**src/core/sas_pkg.sv**
```systemverilog
package sas_pkg;
  // ----------------------------------------------------------------
  // register indices, byte address is four times the index
  // ----------------------------------------------------------------
  localparam int SAS_ADDR_W = 8;
  localparam logic [7:0] SAS_IDX_CTRL = 8'h1F;
  localparam logic [7:0] SAS_IDX_RESULT = 8'h1E;
  localparam logic [7:0] SAS_IDX_PINCFG = 8'h20;
  localparam logic [7:0] SAS_IDX_FLAGS = 8'h21;
  localparam logic [7:0] SAS_IDX_PORT = 8'h22;
  // ----------------------------------------------------------------
  // converter_control_reg fields
  // ----------------------------------------------------------------
  localparam int SAS_CTRL_CLK_LSB = 6;
  localparam int SAS_CTRL_CHAN_LSB = 3;
  localparam int SAS_CTRL_GO_BIT = 2;
  localparam int SAS_CTRL_PWR_BIT = 0;
  localparam logic [7:0] SAS_CTRL_RST = 8'h00;
  // pin_analog_config: bits 3:0 one per pin, 1 = digital; bit 4 = vref pin
  localparam int SAS_PIN_N = 4;
  localparam int SAS_PCFG_VREF_BIT = 4;
  localparam logic [4:0] SAS_PCFG_RST = 5'h00;
  // flags register bits
  localparam int SAS_FLG_DONE = 0;
  localparam int SAS_FLG_IRQEN = 1;
  localparam int SAS_FLG_GIE = 2;
  localparam int SAS_FLG_PCHG = 3;
  localparam int SAS_FLG_EXT = 4;
  localparam int SAS_EXT_PIN = 2;
  // ----------------------------------------------------------------
  // conversion clock select codes and divider limits
  // ----------------------------------------------------------------
  localparam logic [1:0] SAS_CLK_DIV2 = 2'h0;
  localparam logic [1:0] SAS_CLK_DIV8 = 2'h1;
  localparam logic [1:0] SAS_CLK_DIV32 = 2'h2;
  localparam logic [1:0] SAS_CLK_RC = 2'h3;
  localparam logic [4:0] SAS_LIM_DIV2 = 5'h01;
  localparam logic [4:0] SAS_LIM_DIV8 = 5'h07;
  localparam logic [4:0] SAS_LIM_DIV32 = 5'h1F;
  localparam int SAS_RES_W = 8;
  localparam logic [1:0] SAS_RESP_OKAY = 2'h0;
  localparam logic [1:0] SAS_RESP_SLVERR = 2'h2;
  typedef enum logic [1:0] {
    SAS_ST_IDLE = 2'b01,
    SAS_ST_CONV = 2'b10
  } sas_sar_state_type;
endpackage : sas_pkg

```
**src/core/sas_conv_if.sv**
```systemverilog
`timescale 1ns/1ps
// control side to successive-approximation engine
interface sas_conv_if;
  import sas_pkg::*;
  logic start;
  logic abort;
  logic tick;
  logic cmp;
  logic busy;
  logic done;
  logic [SAS_RES_W-1:0] result;
  logic [SAS_RES_W-1:0] dac_code;
  modport ctrl (output start, output abort, output tick, output cmp,
    input busy, input done, input result, input dac_code);
  modport eng (input start, input abort, input tick, input cmp,
    output busy, output done, output result, output dac_code);
endinterface : sas_conv_if

```
**src/core/sas_adc_top.sv**
```systemverilog
// The AXI4-Lite interface to the registers was left to the implementer.
`timescale 1ns/1ps
// Summary of operation
// - the engine turns the held input into an unsigned 8-bit code.
// - software picks the supply or the pin as conversion reference.
// - conversions keep running in sleep when the rc clock is chosen.
// - clock select 00/01/10/11 gives osc/2, osc/8, osc/32, rc clock.
// - channel select 00..11 routes input 0..3 to the sample-and-hold.
// - writing go with the power bit set in the same write starts, go reads one while busy, hardware clears it.
// - power bit enables the converter; clear shuts it down.
// - on completion result loads, go clears and done sets together.
// - done flag sets whatever the irq enables say.
// - pins reset analog and read as zero on the digital port.
// - pin configuration writes may set port-change and external flags.
// - a done flag in sleep wakes the core only with the irq enable set and on the rc clock.
module sas_adc_top
  import sas_pkg::*;
(
  input wire logic i_clk,
  input wire logic i_rst,
  input wire logic [sas_pkg::SAS_ADDR_W-1:0] i_awaddr,
  input wire logic i_awvalid,
  output logic o_awready,
  input wire logic [31:0] i_wdata,
  input wire logic [3:0] i_wstrb,
  input wire logic i_wvalid,
  output logic o_wready,
  output logic [1:0] o_bresp,
  output logic o_bvalid,
  input wire logic i_bready,
  input wire logic [sas_pkg::SAS_ADDR_W-1:0] i_araddr,
  input wire logic i_arvalid,
  output logic o_arready,
  output logic [31:0] o_rdata,
  output logic [1:0] o_rresp,
  output logic o_rvalid,
  input wire logic i_rready,
  input wire logic i_sleep,
  input wire logic i_rc_clk,
  input wire logic i_cmp,
  input wire logic [sas_pkg::SAS_PIN_N-1:0] i_port_pins,
  output logic [1:0] o_channel,
  output logic o_vref_pin,
  output logic o_hold,
  output logic o_power,
  output logic [sas_pkg::SAS_RES_W-1:0] o_dac_code,
  output logic o_wake
);
  import sas_pkg::*;

  // ----------------------------------------------------------------
  // state
  // ----------------------------------------------------------------
  logic aw_have_r;
  logic w_have_r;
  logic [SAS_ADDR_W-1:0] aw_addr_r;
  logic [7:0] w_data_r;
  logic w_strb_r;
  logic bvalid_r;
  logic [1:0] bresp_r;
  logic rvalid_r;
  logic [1:0] rresp_r;
  logic [31:0] rdata_r;
  logic [1:0] clk_sel_r;
  logic [1:0] chan_r;
  logic go_r;
  logic power_r;
  logic [4:0] pcfg_r;
  logic [SAS_RES_W-1:0] result_r;
  logic done_flag_r;
  logic irq_en_r;
  logic gie_r;
  logic pchg_r;
  logic ext_r;
  logic [SAS_PIN_N-1:0] port_prev_r;
  logic wake_r;
  logic tick;

  sas_conv_if conv ();

  // ----------------------------------------------------------------
  // bus decode
  // ----------------------------------------------------------------
  logic do_write;
  logic wr_en;
  logic [5:0] w_idx;
  logic [5:0] r_idx;
  logic w_hit;
  logic r_hit;
  logic wr_ctrl;
  logic wr_pcfg;
  logic wr_flags;
  logic [7:0] ctrl_view;
  logic [7:0] flags_view;
  logic [SAS_PIN_N-1:0] port_view;
  logic [7:0] rd_mux;
  logic start;
  logic pchg_set;
  logic ext_set;

  // address and data are taken in either order, answer after both
  assign o_awready = !aw_have_r;
  assign o_wready = !w_have_r;
  assign do_write = aw_have_r && w_have_r && !bvalid_r;
  assign wr_en = do_write && w_strb_r;
  assign w_idx = aw_addr_r[7:2];
  assign r_idx = i_araddr[7:2];
  assign w_hit = (w_idx == SAS_IDX_CTRL[5:0]) ||
                 (w_idx == SAS_IDX_RESULT[5:0]) ||
                 (w_idx == SAS_IDX_PINCFG[5:0]) ||
                 (w_idx == SAS_IDX_FLAGS[5:0]) ||
                 (w_idx == SAS_IDX_PORT[5:0]);
  assign r_hit = (r_idx == SAS_IDX_CTRL[5:0]) ||
                 (r_idx == SAS_IDX_RESULT[5:0]) ||
                 (r_idx == SAS_IDX_PINCFG[5:0]) ||
                 (r_idx == SAS_IDX_FLAGS[5:0]) ||
                 (r_idx == SAS_IDX_PORT[5:0]);
  assign wr_ctrl = wr_en && (w_idx == SAS_IDX_CTRL[5:0]);
  assign wr_pcfg = wr_en && (w_idx == SAS_IDX_PINCFG[5:0]);
  assign wr_flags = wr_en && (w_idx == SAS_IDX_FLAGS[5:0]);
  assign o_arready = !rvalid_r;
  assign o_bvalid = bvalid_r;
  assign o_bresp = bresp_r;
  assign o_rvalid = rvalid_r;
  assign o_rresp = rresp_r;
  assign o_rdata = rdata_r;

  // ----------------------------------------------------------------
  // read views
  // ----------------------------------------------------------------
  // reserved control bits 5 and 1 read as zero
  assign ctrl_view = {clk_sel_r, 1'b0, chan_r, go_r, 1'b0, power_r};
  assign flags_view = {3'h0, ext_r, pchg_r, gie_r, irq_en_r,
                       done_flag_r};
  // analog pins read zero on the digital port
  assign port_view = i_port_pins & pcfg_r[SAS_PIN_N-1:0];
  assign rd_mux =
    (r_idx == SAS_IDX_CTRL[5:0]) ? ctrl_view :
    (r_idx == SAS_IDX_RESULT[5:0]) ? result_r :
    (r_idx == SAS_IDX_PINCFG[5:0]) ? {3'h0, pcfg_r} :
    (r_idx == SAS_IDX_FLAGS[5:0]) ? flags_view :
    (r_idx == SAS_IDX_PORT[5:0]) ? {4'h0, port_view} : 8'h00;

  // ----------------------------------------------------------------
  // conversion control
  // ----------------------------------------------------------------
  // start needs the power bit set in the same write, and an idle engine
  assign start = wr_ctrl && w_data_r[SAS_CTRL_GO_BIT]
                 && w_data_r[SAS_CTRL_PWR_BIT] && !go_r;
  // a pin view change after a configuration write raises these too
  assign pchg_set = (port_view != port_prev_r);
  assign ext_set = port_view[SAS_EXT_PIN]
                   && !port_prev_r[SAS_EXT_PIN];
  assign conv.start = start;
  assign conv.abort = !power_r;
  assign conv.tick = tick;
  assign conv.cmp = i_cmp;
  assign o_channel = chan_r;
  assign o_vref_pin = pcfg_r[SAS_PCFG_VREF_BIT];
  assign o_hold = conv.busy;
  assign o_power = power_r;
  assign o_dac_code = conv.dac_code;
  assign o_wake = wake_r;

  sas_tad_gen u_tad (
    .i_clk(i_clk),
    .i_rst(i_rst),
    .i_run(conv.busy),
    .i_sleep(i_sleep),
    .i_rc_clk(i_rc_clk),
    .i_sel(clk_sel_r),
    .o_tick(tick)
  );

  sas_sar_core u_sar (
    .i_clk(i_clk),
    .i_rst(i_rst),
    .conv(conv)
  );

  // bus channel bookkeeping
  always_ff @(posedge i_clk or posedge i_rst)
  begin
    if (i_rst)
    begin
      aw_have_r <= 1'b0;
      w_have_r <= 1'b0;
      aw_addr_r <= '0;
      w_data_r <= 8'h00;
      w_strb_r <= 1'b0;
      bvalid_r <= 1'b0;
      bresp_r <= SAS_RESP_OKAY;
      rvalid_r <= 1'b0;
      rresp_r <= SAS_RESP_OKAY;
      rdata_r <= 32'h0000_0000;
    end
    else
    begin
      if (i_awvalid && !aw_have_r)
      begin
        aw_have_r <= 1'b1;
        aw_addr_r <= i_awaddr;
      end
      if (i_wvalid && !w_have_r)
      begin
        w_have_r <= 1'b1;
        w_data_r <= i_wdata[7:0];
        w_strb_r <= i_wstrb[0];
      end
      if (do_write)
      begin
        aw_have_r <= 1'b0;
        w_have_r <= 1'b0;
        bvalid_r <= 1'b1;
        bresp_r <= w_hit ? SAS_RESP_OKAY : SAS_RESP_SLVERR;
      end
      else if (bvalid_r && i_bready)
        bvalid_r <= 1'b0;
      if (i_arvalid && !rvalid_r)
      begin
        rvalid_r <= 1'b1;
        rdata_r <= {24'h00_0000, rd_mux};
        rresp_r <= r_hit ? SAS_RESP_OKAY : SAS_RESP_SLVERR;
      end
      else if (rvalid_r && i_rready)
        rvalid_r <= 1'b0;
    end
  end

  // control fields freeze while a conversion runs; power may still drop
  always_ff @(posedge i_clk or posedge i_rst)
  begin
    if (i_rst)
    begin
      clk_sel_r <= SAS_CTRL_RST[7:6];
      chan_r <= SAS_CTRL_RST[4:3];
      go_r <= 1'b0;
      power_r <= 1'b0;
    end
    else
    begin
      if (wr_ctrl && !go_r)
      begin
        clk_sel_r <= w_data_r[SAS_CTRL_CLK_LSB +: 2];
        chan_r <= w_data_r[SAS_CTRL_CHAN_LSB +: 2];
      end
      if (wr_ctrl)
        power_r <= w_data_r[SAS_CTRL_PWR_BIT];
      if (start)
        go_r <= 1'b1;
      else if (conv.done || !power_r)
        go_r <= 1'b0;
    end
  end

  // result, pin configuration and flags; hardware set wins over clear
  always_ff @(posedge i_clk or posedge i_rst)
  begin
    if (i_rst)
    begin
      result_r <= 8'h00;
      pcfg_r <= SAS_PCFG_RST;
      done_flag_r <= 1'b0;
      irq_en_r <= 1'b0;
      gie_r <= 1'b0;
      pchg_r <= 1'b0;
      ext_r <= 1'b0;
      port_prev_r <= '0;
      wake_r <= 1'b0;
    end
    else
    begin
      port_prev_r <= port_view;
      if (conv.done)
        result_r <= conv.result;
      if (wr_pcfg)
        pcfg_r <= w_data_r[4:0];
      if (wr_flags)
      begin
        irq_en_r <= w_data_r[SAS_FLG_IRQEN];
        gie_r <= w_data_r[SAS_FLG_GIE];
      end
      done_flag_r <= conv.done ||
        (wr_flags ? w_data_r[SAS_FLG_DONE] : done_flag_r);
      pchg_r <= pchg_set ||
        (wr_flags ? w_data_r[SAS_FLG_PCHG] : pchg_r);
      ext_r <= ext_set || (wr_flags ? w_data_r[SAS_FLG_EXT] : ext_r);
      // other clocks stop in sleep, so only the rc clock can wake
      wake_r <= done_flag_r && irq_en_r && i_sleep
                && (clk_sel_r == SAS_CLK_RC);
    end
  end
endmodule : sas_adc_top

```
**src/core/sas_sar_core.sv**
```systemverilog
`timescale 1ns/1ps
// successive-approximation engine, one trial bit per tick
module sas_sar_core
  import sas_pkg::*;
(
  input wire logic i_clk,
  input wire logic i_rst,
  sas_conv_if.eng conv
);
  sas_sar_state_type state_r;
  logic [2:0] idx_r;
  logic [SAS_RES_W-1:0] code_r;
  logic [SAS_RES_W-1:0] kept;
  logic [SAS_RES_W-1:0] bit_m;

  // drop the trial bit when the comparator says input is below it
  assign bit_m = 8'h01 << idx_r;
  assign kept = conv.cmp ? code_r : (code_r & ~bit_m);
  assign conv.busy = (state_r == SAS_ST_CONV);
  assign conv.dac_code = code_r;

  always_ff @(posedge i_clk or posedge i_rst)
  begin
    if (i_rst)
    begin
      state_r <= SAS_ST_IDLE;
      idx_r <= 3'h7;
      code_r <= 8'h00;
      conv.done <= 1'b0;
      conv.result <= 8'h00;
    end
    else
    begin
      conv.done <= 1'b0;
      case (state_r)
        SAS_ST_IDLE:
        begin
          if (conv.start)
          begin
            state_r <= SAS_ST_CONV;
            idx_r <= 3'h7;
            code_r <= 8'h80;
          end
        end
        SAS_ST_CONV:
        begin
          if (conv.abort)
            state_r <= SAS_ST_IDLE;
          else if (conv.tick && idx_r == 3'h0)
          begin
            state_r <= SAS_ST_IDLE;
            conv.done <= 1'b1;
            conv.result <= kept;
            code_r <= kept;
          end
          else if (conv.tick)
          begin
            idx_r <= idx_r - 3'h1;
            code_r <= kept | (bit_m >> 1);
          end
        end
        default: state_r <= SAS_ST_IDLE;
      endcase
    end
  end
endmodule : sas_sar_core

```
**src/core/sas_tad_gen.sv**
```systemverilog
`timescale 1ns/1ps
// bit-period tick generator: oscillator divided, or the rc clock
module sas_tad_gen
  import sas_pkg::*;
(
  input wire logic i_clk,
  input wire logic i_rst,
  input wire logic i_run,
  input wire logic i_sleep,
  input wire logic i_rc_clk,
  input wire logic [1:0] i_sel,
  output logic o_tick
);
  logic [4:0] cnt_r;
  logic [4:0] lim;
  logic rc_prev_r;
  logic osc_tick;
  logic rc_tick;

  // divider limit per clock select code
  assign lim = (i_sel == SAS_CLK_DIV2) ? SAS_LIM_DIV2 :
               (i_sel == SAS_CLK_DIV8) ? SAS_LIM_DIV8 : SAS_LIM_DIV32;
  // oscillator ticks stop in sleep, the rc clock keeps running
  assign osc_tick = i_run && !i_sleep && (i_sel != SAS_CLK_RC)
                    && (cnt_r == lim);
  assign rc_tick = i_run && (i_sel == SAS_CLK_RC) && i_rc_clk
                   && !rc_prev_r;
  assign o_tick = osc_tick || rc_tick;

  // counter restarts when idle so every conversion starts aligned
  always_ff @(posedge i_clk or posedge i_rst)
  begin
    if (i_rst)
    begin
      cnt_r <= 5'h00;
      rc_prev_r <= 1'b0;
    end
    else
    begin
      rc_prev_r <= i_rc_clk;
      if (!i_run || osc_tick)
        cnt_r <= 5'h00;
      else if (!i_sleep)
        cnt_r <= cnt_r + 5'h01;
    end
  end
endmodule : sas_tad_gen

```
**config.mk**
```make
export PLATFORM = sky130hd
export DESIGN_NAME = sas_adc_top
export DESIGN_NICKNAME = d
export VERILOG_FILES = /design/src/core/sas_pkg.sv /design/src/core/sas_conv_if.sv /design/src/core/sas_adc_top.sv /design/src/core/sas_sar_core.sv /design/src/core/sas_tad_gen.sv
export SDC_FILE = /design/constraint.sdc
export NUM_CORES = 1
export LEC_CHECK = 0
export ABC_AREA = 0
export BUFFER_PORTS_ARGS = -buffer_cell sky130_fd_sc_hd__buf_4
export CORE_MARGIN = 5
export CORE_UTILIZATION = 35
export CTS_CLUSTER_SIZE = 12
export DETAILED_ROUTE_END_ITERATION = 12
export GPL_TIMING_DRIVEN = 0
export SLEW_MARGIN = 20
export SYNTH_ARGS = -nofsm -noshare
export SYNTH_HDL_FRONTEND = slang
export SYNTH_SLANG_ARGS = --single-unit
```
**constraint.sdc**
```tcl
create_clock -name i_clk -period 2.5 [get_ports i_clk]
set_input_delay 0 -clock i_clk [delete_from_list [all_inputs] [get_ports i_clk]]
set_output_delay 0 -clock i_clk [all_outputs]
set_load 0.01 [all_outputs]
```
==> results of run 1 <==
[worst max-delay path, stage by stage (launching register included)]
cell and delay [ns]:
dfstp_2 0.38, inv_1 0.07, ha_1 0.19, buf_6 0.17, and3b_1 0.17, o2111ai_2 0.13, o22ai_4 0.31, nand4_4 0.28
mux2_4 0.37
[metrics by stage]
step	power (W)	setup TNS (ns)	utilization	cell area, um^2	cells
5_1_grt	0.00452	0	0.467	5560	646
4_1_cts	0.00433	0	0.467	5560	646
3_3_place_gp	0.00281	-59.87	0.417	4960	604
3_5_place_dp	0.00284	0	0.418	4980	605
6_report	0.00428	0	0.467	5560	646
2_1_floorplan	0.00248	0	-	4310	395
[how the worst max path moves through the flow]
| stage | startpoint | endpoint | slack (ns) | cells past startpoint |
|---|---|---|---|---|
| global route | u_sar.state_r[0] | u_sar.conv.result[3] | 0.21 | 8 |
| floorplan | i_rst | aw_addr_r[2] | 0.31 | 1 |
| CTS | u_sar.state_r[0] | u_sar.conv.result[6] | 0.30 | 8 |
| detailed placement | u_sar.state_r[0] | u_sar.conv.result[6] | 0.33 | 8 |
| finish | u_sar.state_r[0] | u_sar.conv.result[3] | 0.31 | 8 |
| global placement | i_rst | o_rdata[5] | -0.74 | 2 |
[cells in the mapped netlist, types with 3 or more instances]
master / n / share of area
a211o_1: 5 / 0.010
a21boi_0: 8 / 0.014
a21oi_1: 12 / 0.014
a221oi_1: 3 / 0.0062
and2_1: 4 / 0.0059
and4b_1: 3 / 0.0071
buf_4: 28 / 0.050
clkbuf_1: 4 / 0.0036
dfrtp_1: 81 / 0.48
dfstp_2: 4 / 0.025
ha_1: 9 / 0.027
inv_1: 22 / 0.020
mux2_1: 5 / 0.013
mux2_2: 26 / 0.069
mux2_4: 7 / 0.025
mux2i_1: 4 / 0.0095
nand2_1: 31 / 0.028
nand4_1: 3 / 0.0044
nor2_1: 24 / 0.021
nor2b_1: 4 / 0.0059
nor3_1: 3 / 0.0036
o211ai_1: 3 / 0.0053
o21ai_0: 17 / 0.020
o2bb2ai_1: 6 / 0.012
xnor2_1: 3 / 0.0062
xor2_1: 4 / 0.0083
[flip-flops by register name (all words and copies together) (netlist names), 2 cells and up]
register / count
u_sar.conv.dac_code: 8
o_rdata: 8
aw_addr_r: 6
u_sar.state_r: 2
pcfg_r: 5
o_channel: 2
result_r: 8
u_tad.cnt_r: 5
clk_sel_r: 2
u_sar.conv.result: 8
u_sar.idx_r: 3
port_prev_r: 4
w_data_r: 7
[power by group through the flow]
stage	clock [W]	sequential [W]	combinational, W
2_1_floorplan	0	0.00187	0.000607
5_1_grt	0.00153	0.00196	0.00103
4_1_cts	0.00147	0.00192	0.000937
3_3_place_gp	0	0.00193	0.000880
6_report	0.00144	0.00192	0.000926
3_5_place_dp	0	0.00194	0.000899
[timing repair]
| item | CTS | global route |
|---|---|---|
| hold endpoints to repair | 68 | 0 |
| endpoints found under the setup margin | 0 | 0 |
| hold buffers | 25 | 0 |
[cells by family (layout without fill, tap and decap cells)]
group,after synthesis,after routing,synth area share
flops,85,85,0.505
fa+ha+maj,9,9,0.0267
buf+inv,58,162,0.0807
xor+xnor,7,7,0.0145
simple gates,91,91,0.119
compound gates,77,77,0.136
mux,42,42,0.117
other cells,1,26,0.000889
[cells in the final DEF, fill, tap and decap left out, types with 3 or more instances in the layout]
master	count
mux2_1	5
inv_1	21
conb_1	26
xnor2_1	3
a21boi_0	8
dfstp_2	4
nor2b_1	4
mux2_2	26
dlygate4sd3_1	25
nand2_1	31
mux2i_1	4
o211ai_1	3
xor2_1	4
a211o_1	5
mux2_4	7
and4b_1	3
and2_1	4
clkbuf_1	4
clkbuf_16	9
dfrtp_1	81
nor3_1	3
ha_1	9
a221oi_1	3
nand4_1	3
o2bb2ai_1	6
a21oi_1	12
o21ai_0	17
buf_4	90
nor2_1	24
[cell type report]
type,count,area (um^2)
fill,1109,6350
sequential,85,2130
multi-input combinational,252,1840
timing repair buffer,88,736
buffer,36,258
clock buffer,9,225
tap,147,184
clock inverter,7,97.6
inverter,22,85.1
[layer usage]
layer | share of wire | vias to the layer above | track usage
met4 | 0.021 | 0 | 0.0551
met1 | 0.48 | 1508 | 0.185
met2 | 0.44 | 101 | 0.206
li1 | - | 1510 | -
met5 | 0 | - | 0
met3 | 0.061 | 17 | 0.0287
==> impl_metrics.csv, run 1 <==
group,metric,value,unit
power,peakVddDrop,0.369,mV
hold_path,hold_path.startpoint,"i_cmp",
timing,rsz0062_at_grt,"no",
setup_path,r2r_slack,0.31,ns
final_layout,syn2layout_area_growth,31.7,%
route,ant_nets,0,
timing,setup_viol,0,
final_layout,drive_above_1_share,0.321,
cts,numCtsBuffers,9,
logic_synthesis,synth_seq_cells,85,
setup_path,worstReg2RegStart,"u_sar.state_r[0]",
logic_synthesis,syn_avg_cell_area,11.4,um^2
die,die_height,120,um
global_route,grt_use_total,0.134,
cts,clockBufferDepth,2,
place,dp_hpwl,6.91,mm
cts,path_clk_slew,0.06,ns
setup_path,crit_type,"flop to flop",
setup_path,startpoint_type,"flop",
cts,cts_tree,"yes",
route,vias_per_cell,4.85,
power,leakagePower,2.75,nW
global_route,grt_pass1_wl,15.6,mm
route,vias,3136,
place,port_buffers,62,
die,start_util,0.354,
power,powerDensity,770,nW/um^2
global_route,grt_overflow,0,
logic_synthesis,async_reset_ff_frac,1.00,
setup_path,endpoint_kind,"flop",
route,first_pass_iters,4,
hold_path,whs_path_depth,3,
timing,fmax,0.456,GHz
cts,insertion_delay,0.33,ns
route,avgRoutedWirePerCell,14.6,um
setup_path,worst_ep_arrival_time,2.41,ns
logic_synthesis,seq_area_frac_synth,0.505,
final_layout,layout.nets,569,
setup_path,critical_path_peak_fanout,10,
logic_synthesis,synthesis.area,4220,um^2
die,core_area,11900,um^2
power,clockPowerShare,0.336,
place,gp_congestion,0.846,
route,drc,0,
global_route,antenna_found_initial,0,
logic_synthesis,synthCells,370,
power,internal_power,0.00304,W
die,dieArea,14300,um^2
die,num_rows,40,
global_route,grt_pass1_vias,3112,
cts,clkSinkCount,85,
route,wl,9.44,mm
timing,whs,0.0650,ns
power,swShare,0.290,
timing,fin_crit,2.19,ns
die,fp.dieW,120,um
hold_path,hold_end,"u_sar.conv.result[0]",
place,dp_worst_setup_slack,0.328,ns
run,cap_viol_max_count,0,
power,p_sw,0.00124,W
setup_path,rr_worst_depth,8,
setup_path,r2r-end,"u_sar.conv.result[3]",
die,ios,121,
timing,tightest_slew,0.835,ns
timing,min_period_over_period,0.876,
route,drt_iter0_drc,148,
hold_path,min_path_type,"input port to flop",
logic_synthesis,ys.flop_type,"dfrtp_1",
global_route,grt_max_degree,45,
power,seqPwrFrac,0.448,
timing,slew-limit-headroom,0.439,
timing,hold_viol,0,
logic_synthesis,synth_edf_count,0,
logic_synthesis,synth_cell_types,60,
timing,worst_slack,0.309,ns
final_layout,antennaDiodeCount,0,
cts,ctsResizeCount,0,
cts,cts.htree.levels,3,
logic_synthesis,yosysWarnings,0,
cts,post_cts_buffers,0,
setup_path,cp.required,2.72,ns
cts,cts_root_buffer,"clkbuf_16",
timing,clock-skew-final,0.00668,ns
power,combPwrFrac,0.216,
run_status,outcome,"finished clean",
timing,slew_viol_final,0,
Note: power is estimated with default switching activity, not from simulation.
==> run 2, diff against run 1 <==
Settings changed: CORE_UTILIZATION 35 to 52, PLACE_DENSITY from default to 0.8.
==> impl_metrics.csv, run 2 (synthesis results as in run 1) <==
group,metric,value,unit
route,avgRoutedWirePerCell,14.7,um
cts,hold_buffers,26,
setup_path,critical_path_peak_fanout,10,
power,powerDensity,718,nW/um^2
final_layout,syn2layout_area_growth,28.3,%
cts,numCtsBuffers,9,
timing,fin_crit,2.18,ns
timing,rsz0062_at_grt,"no",
timing,hold_viol,0,
timing,min_period_over_period,0.873,
setup_path,crit_slowest_cell,"dfstp_2",
cts,cts_tree,"yes",
final_layout,layout.nets,570,
run_status,outcome,"finished clean",
place,dp_hpwl,6.60,mm
global_route,grt_pass1_wl,15.1,mm
place,port_buffers,62,
setup_path,endpoint_kind,"flop",
setup_path,crit_type,"flop to flop",
place,gp_congestion,0.861,
setup_path,critPathTopFamily,"simple AND/OR/NAND/NOR gates",
cts,clockBufferDepth,2,
global_route,antenna_found_initial,0,
timing,setup_viol,0,
route,wl,8.87,mm
die,num_rows,32,
timing,slew_viol_final,0,
route,vias_per_cell,5.15,
timing,worst_slack,0.318,ns
final_layout,final_common_cell,"buf_4",
place,dp_worst_setup_slack,0.318,ns
route,drc,0,
setup_path,worst_ep_arrival_time,2.42,ns
cts,clkSinkCount,85,
global_route,grt_overflow,0,
power,peakVddDrop,0.397,mV
cts,insertion_delay,0.35,ns
final_layout,antennaDiodeCount,0,
setup_path,critPathMaxStageDelay,0.38,ns
timing,tns,0,ns
setup_path,cp.required,2.73,ns
hold_path,min_path_type,"input port to flop",
final_layout,final_cell_mix,"90 x buf_4, 81 x dfrtp_1, 31 x nand2_1",
final_layout,drive_above_1_share,0.318,
timing,tightest_slew,0.780,ns
route,ant_nets,0,
setup_path,crit_chain,"inv_1 > ha_1 > buf_6 > and3b_1 > o2111ai_2 > o22ai_4 > nand4_4 > mux2_4",
timing,slew-limit-headroom,0.476,
global_route,grt_max_degree,59,
cts,path_clk_slew,0.08,ns
global_route,grt_use_total,0.188,
run,cap_viol_max_count,0,
die,start_util,0.540,
die,core_area,7810,um^2
global_route,grt_pass1_vias,3184,
setup_path,crit_buf_inv,2,
timing,whs,0.0471,ns
power,leakagePower,2.70,nW
cts,ctsResizeCount,0,
cts,cts.htree.levels,3,
route,vias,3101,
die,die_height,100,um
route,drt_iter0_drc,107,
die,ios,121,
final_layout,final_core_util,0.693,
timing,clock-skew-final,0.0102,ns
die,fp.dieW,100,um
die,dieArea,10000,um^2
setup_path,startpoint_type,"flop",
route,first_pass_iters,4,
timing,fmax,0.458,GHz
cts,cts_root_buffer,"clkbuf_8",
cts,post_cts_buffers,0,
[run 2: final timing paths]
| kind | start | endpoint | slack, ns | cells after the start |
|---|---|---|---|---|
| min in group asynchronous | i_rst | u_sar.conv.dac_code[0] | 0.19 | 3 |
| setup reg to reg | u_sar.state_r[0] | u_sar.conv.result[3] | 0.32 | 8 |
| setup / recovery | u_sar.state_r[0] | u_sar.conv.result[3] | 0.32 | 8 |
| hold reg to reg | o_rdata[3] | o_rdata[3] | 0.48 | 2 |
| hold / removal | i_araddr[2] | o_rresp[1] | 0.05 | 3 |
| max in group asynchronous | i_rst | u_sar.idx_r[0] | 1.68 | 4 |
[run 2: cell type report]
class / instances / area, um^2
fillers: 571 / 2400
flip-flops and latches: 85 / 2130
multi-input cells: 252 / 1840
repair buffers: 89 / 753
plain buffers: 36 / 258
clock buffers: 10 / 128
well taps: 102 / 128
clock inverters: 6 / 87.6
inverters: 22 / 85.1
[run 2: layer usage]
layer  up-vias  routed length (um)  track usage  part of all wire
met5         -                   0            0                 0
li1       1523                   -            -                 -
met1      1465                3990        0.263              0.45
met2        94                4090        0.291              0.46
met4         0                 182       0.0653             0.021
met3        19                 604       0.0389             0.068
[run 2: worst register-to-register path, stage by stage, from the launching register on]
cell and delay [ns]:
dfstp_2 0.38, inv_1 0.07, ha_1 0.19, buf_6 0.17, and3b_1 0.19, o2111ai_2 0.14
o22ai_4 0.30, nand4_4 0.27, mux2_4 0.37
[run 2: report_power, final]
part           leakage, nW  internal (W)  switching (W)
logic                 1.49      0.000500       0.000436
clock network       0.0985      0.000561       0.000482
registers             1.11       0.00166       0.000247
[run 2: per-stage QoR]
stage,total power [W],instance area [um^2],instances
2_1_floorplan,0.00248,4310,395
3_3_place_gp,0.00278,4910,559
3_5_place_dp,0.00283,4940,560
4_1_cts,0.00391,5410,602
5_1_grt,0.00410,5410,602
6_report,0.00388,5410,602
==> run 3, diff against run 2 <==
Settings changed: BUFFER_PORTS_ARGS -buffer_cell sky130_fd_sc_hd__buf_4 to default, CORE_UTILIZATION 52 to 60, DONT_BUFFER_PORTS from default to 1, HOLD_SLACK_MARGIN from default to 0.05, PLACE_DENSITY 0.8 to 0.76.
Clock period 2.5 ns to 2.3 ns, I/O delays scaled along.
==> impl_metrics.csv, run 3 (synthesis results as in run 1) <==
group,metric,value,unit
global_route,grt_pass1_vias,3069,
timing,slew_viol_final,0,
final_layout,layout.nets,516,
hold_path,min_path_type,"input port to flop",
global_route,grt_use_total,0.216,
cts,insertion_delay,0.36,ns
setup_path,worst_ep_arrival_time,2.41,ns
power,p_sw,0.00126,W
final_layout,drive_above_1_share,0.229,
cts,clkSinkCount,85,
power,seqPwrFrac,0.508,
run_status,outcome,"finished clean",
setup_path,endpoint_kind,"flop",
route,avgRoutedWirePerCell,16.5,um
setup_path,crit_chain,"inv_1 > ha_4 > buf_6 > and3b_1 > o2111ai_2 > o22ai_4 > nand4_4 > mux2_4",
place,gp_congestion,0.803,
timing,slew-limit-headroom,0.464,
place,dp_hpwl,6.36,mm
die,start_util,0.618,
cts,numCtsBuffers,9,
setup_path,critPathTopFamily,"compound AO/OA/AOI/OAI gates",
route,ant_nets,0,
place,port_buffers,0,
cts,cts_tree,"yes",
power,internal_power,0.00291,W
route,vias,3004,
cts,cts.htree.levels,3,
final_layout,register_area,2130,um^2
route,wl,8.97,mm
power,peakVddDrop,0.726,mV
final_layout,final_common_cell,"dfrtp_1",
power,combPwrFrac,0.203,
route,vias_per_cell,5.54,
die,num_rows,30,
die,fp.dieW,93.9,um
cts,clockBufferDepth,2,
timing,tightest_slew,0.798,ns
global_route,antenna_found_initial,0,
setup_path,critical_path_peak_fanout,11,
timing,fin_crit,2.17,ns
global_route,grt_overflow,0,
cts,cts_root_buffer,"clkbuf_8",
final_layout,syn2layout_area_growth,19.6,%
run,cap_viol_max_count,0,
route,drc,0,
final_layout,antennaDiodeCount,0,
global_route,grt_pass1_wl,14.7,mm
route,first_pass_iters,5,
timing,worst_slack,0.133,ns
final_layout,multi_input_area,1870,um^2
setup_path,startpoint_type,"flop",
die,dieArea,8810,um^2
timing,clock-skew-final,0.00719,ns
die,ios,121,
setup_path,critPathMaxStageDelay,0.38,ns
timing,fmax,0.461,GHz
timing,rsz0062_at_grt,"no",
timing,min_period_over_period,0.942,
die,die_height,93.9,um
power,total_power,0.00416,W
setup_path,crit_slowest_cell,"dfstp_2",
place,dp_worst_setup_slack,0.0550,ns
cts,path_clk_slew,0.08,ns
power,leakagePower,2.44,nW
global_route,grt_max_degree,59,
timing,setup_viol,0,
setup_path,crit_buf_inv,2,
timing,hold_viol,0,
power,powerDensity,824,nW/um^2
setup_path,cp.required,2.54,ns
power,clockPowerShare,0.289,
power,swShare,0.302,
setup_path,crit_type,"flop to flop",
die,core_area,6830,um^2
route,drt_iter0_drc,125,
final_layout,final_cell_mix,"81 x dfrtp_1, 31 x nand2_1, 31 x dlygate4sd3_1",
final_layout,fillers,484,
run 3: stage by stage:
step	utilization	std cells	area (um^2)	setup TNS, ns	hold WS [ns]
3_5_place_dp	0.653	492	4460	0	-0.120
2_1_floorplan	-	395	4310	0	0.0314
6_report	0.739	542	5050	0	0.0650
4_1_cts	0.733	539	5010	0	0.0599
5_1_grt	0.739	542	5050	0	0.117
3_3_place_gp	0.649	491	4430	-56.26	0.0316
run 3: metal layers:
metal  vias to the layer above  track usage  routed length, um
met1                      1461        0.270               3760
met2                       116        0.349               4370
met4                         0       0.0975                230
li1                       1405            -                  -
met3                        22       0.0593                600
met5                         -            0                  0
run 3: final timing paths:
kind / start / to / slack [ns] / depth (start not counted)
setup / recovery: u_sar.state_r[0] / u_sar.conv.result[1] / 0.13 / 8
hold / removal: i_araddr[3] / o_rdata[4] / 0.07 / 3
setup reg to reg: u_sar.state_r[0] / u_sar.conv.result[1] / 0.13 / 8
hold reg to reg: ext_r / ext_r / 0.51 / 1
max in group asynchronous: i_rst / u_sar.idx_r[0] / 1.56 / 3
min in group asynchronous: i_rst / aw_addr_r[5] / 0.10 / 2
run 3: final cells by class:
class                      count  share of cell area
sequential                    85               0.422
clock inverter                 5              0.0164
inverter                      22              0.0169
buffer                        36              0.0511
multi-input combinational    253               0.370
timing repair buffer          34              0.0699
tap                           96              0.0238
clock buffer                  11              0.0300
run 3: tightest hold or removal path: stages:
cell and delay (ns):
nor3_1 0.03, a221oi_1 0.24, o21ai_0 0.11
run 3: power groups by stage:
stage | Combinational (W) | Clock, W | Sequential, W
2_1_floorplan | 0.000660 | 0 | 0.00203
3_3_place_gp | 0.000743 | 0 | 0.00212
3_5_place_dp | 0.000787 | 0 | 0.00214
4_1_cts | 0.000839 | 0.00122 | 0.00211
5_1_grt | 0.000945 | 0.00130 | 0.00215
6_report | 0.000844 | 0.00120 | 0.00212
run 3: repair_timing:
item | 4_1_cts | 5_1_grt
gates resized for setup | 0 | 2
hold endpoints to repair | 125 | 0
hold buffers | 31 | 0
setup endpoints to repair | 0 | 7
buffers inserted | 0 | 2
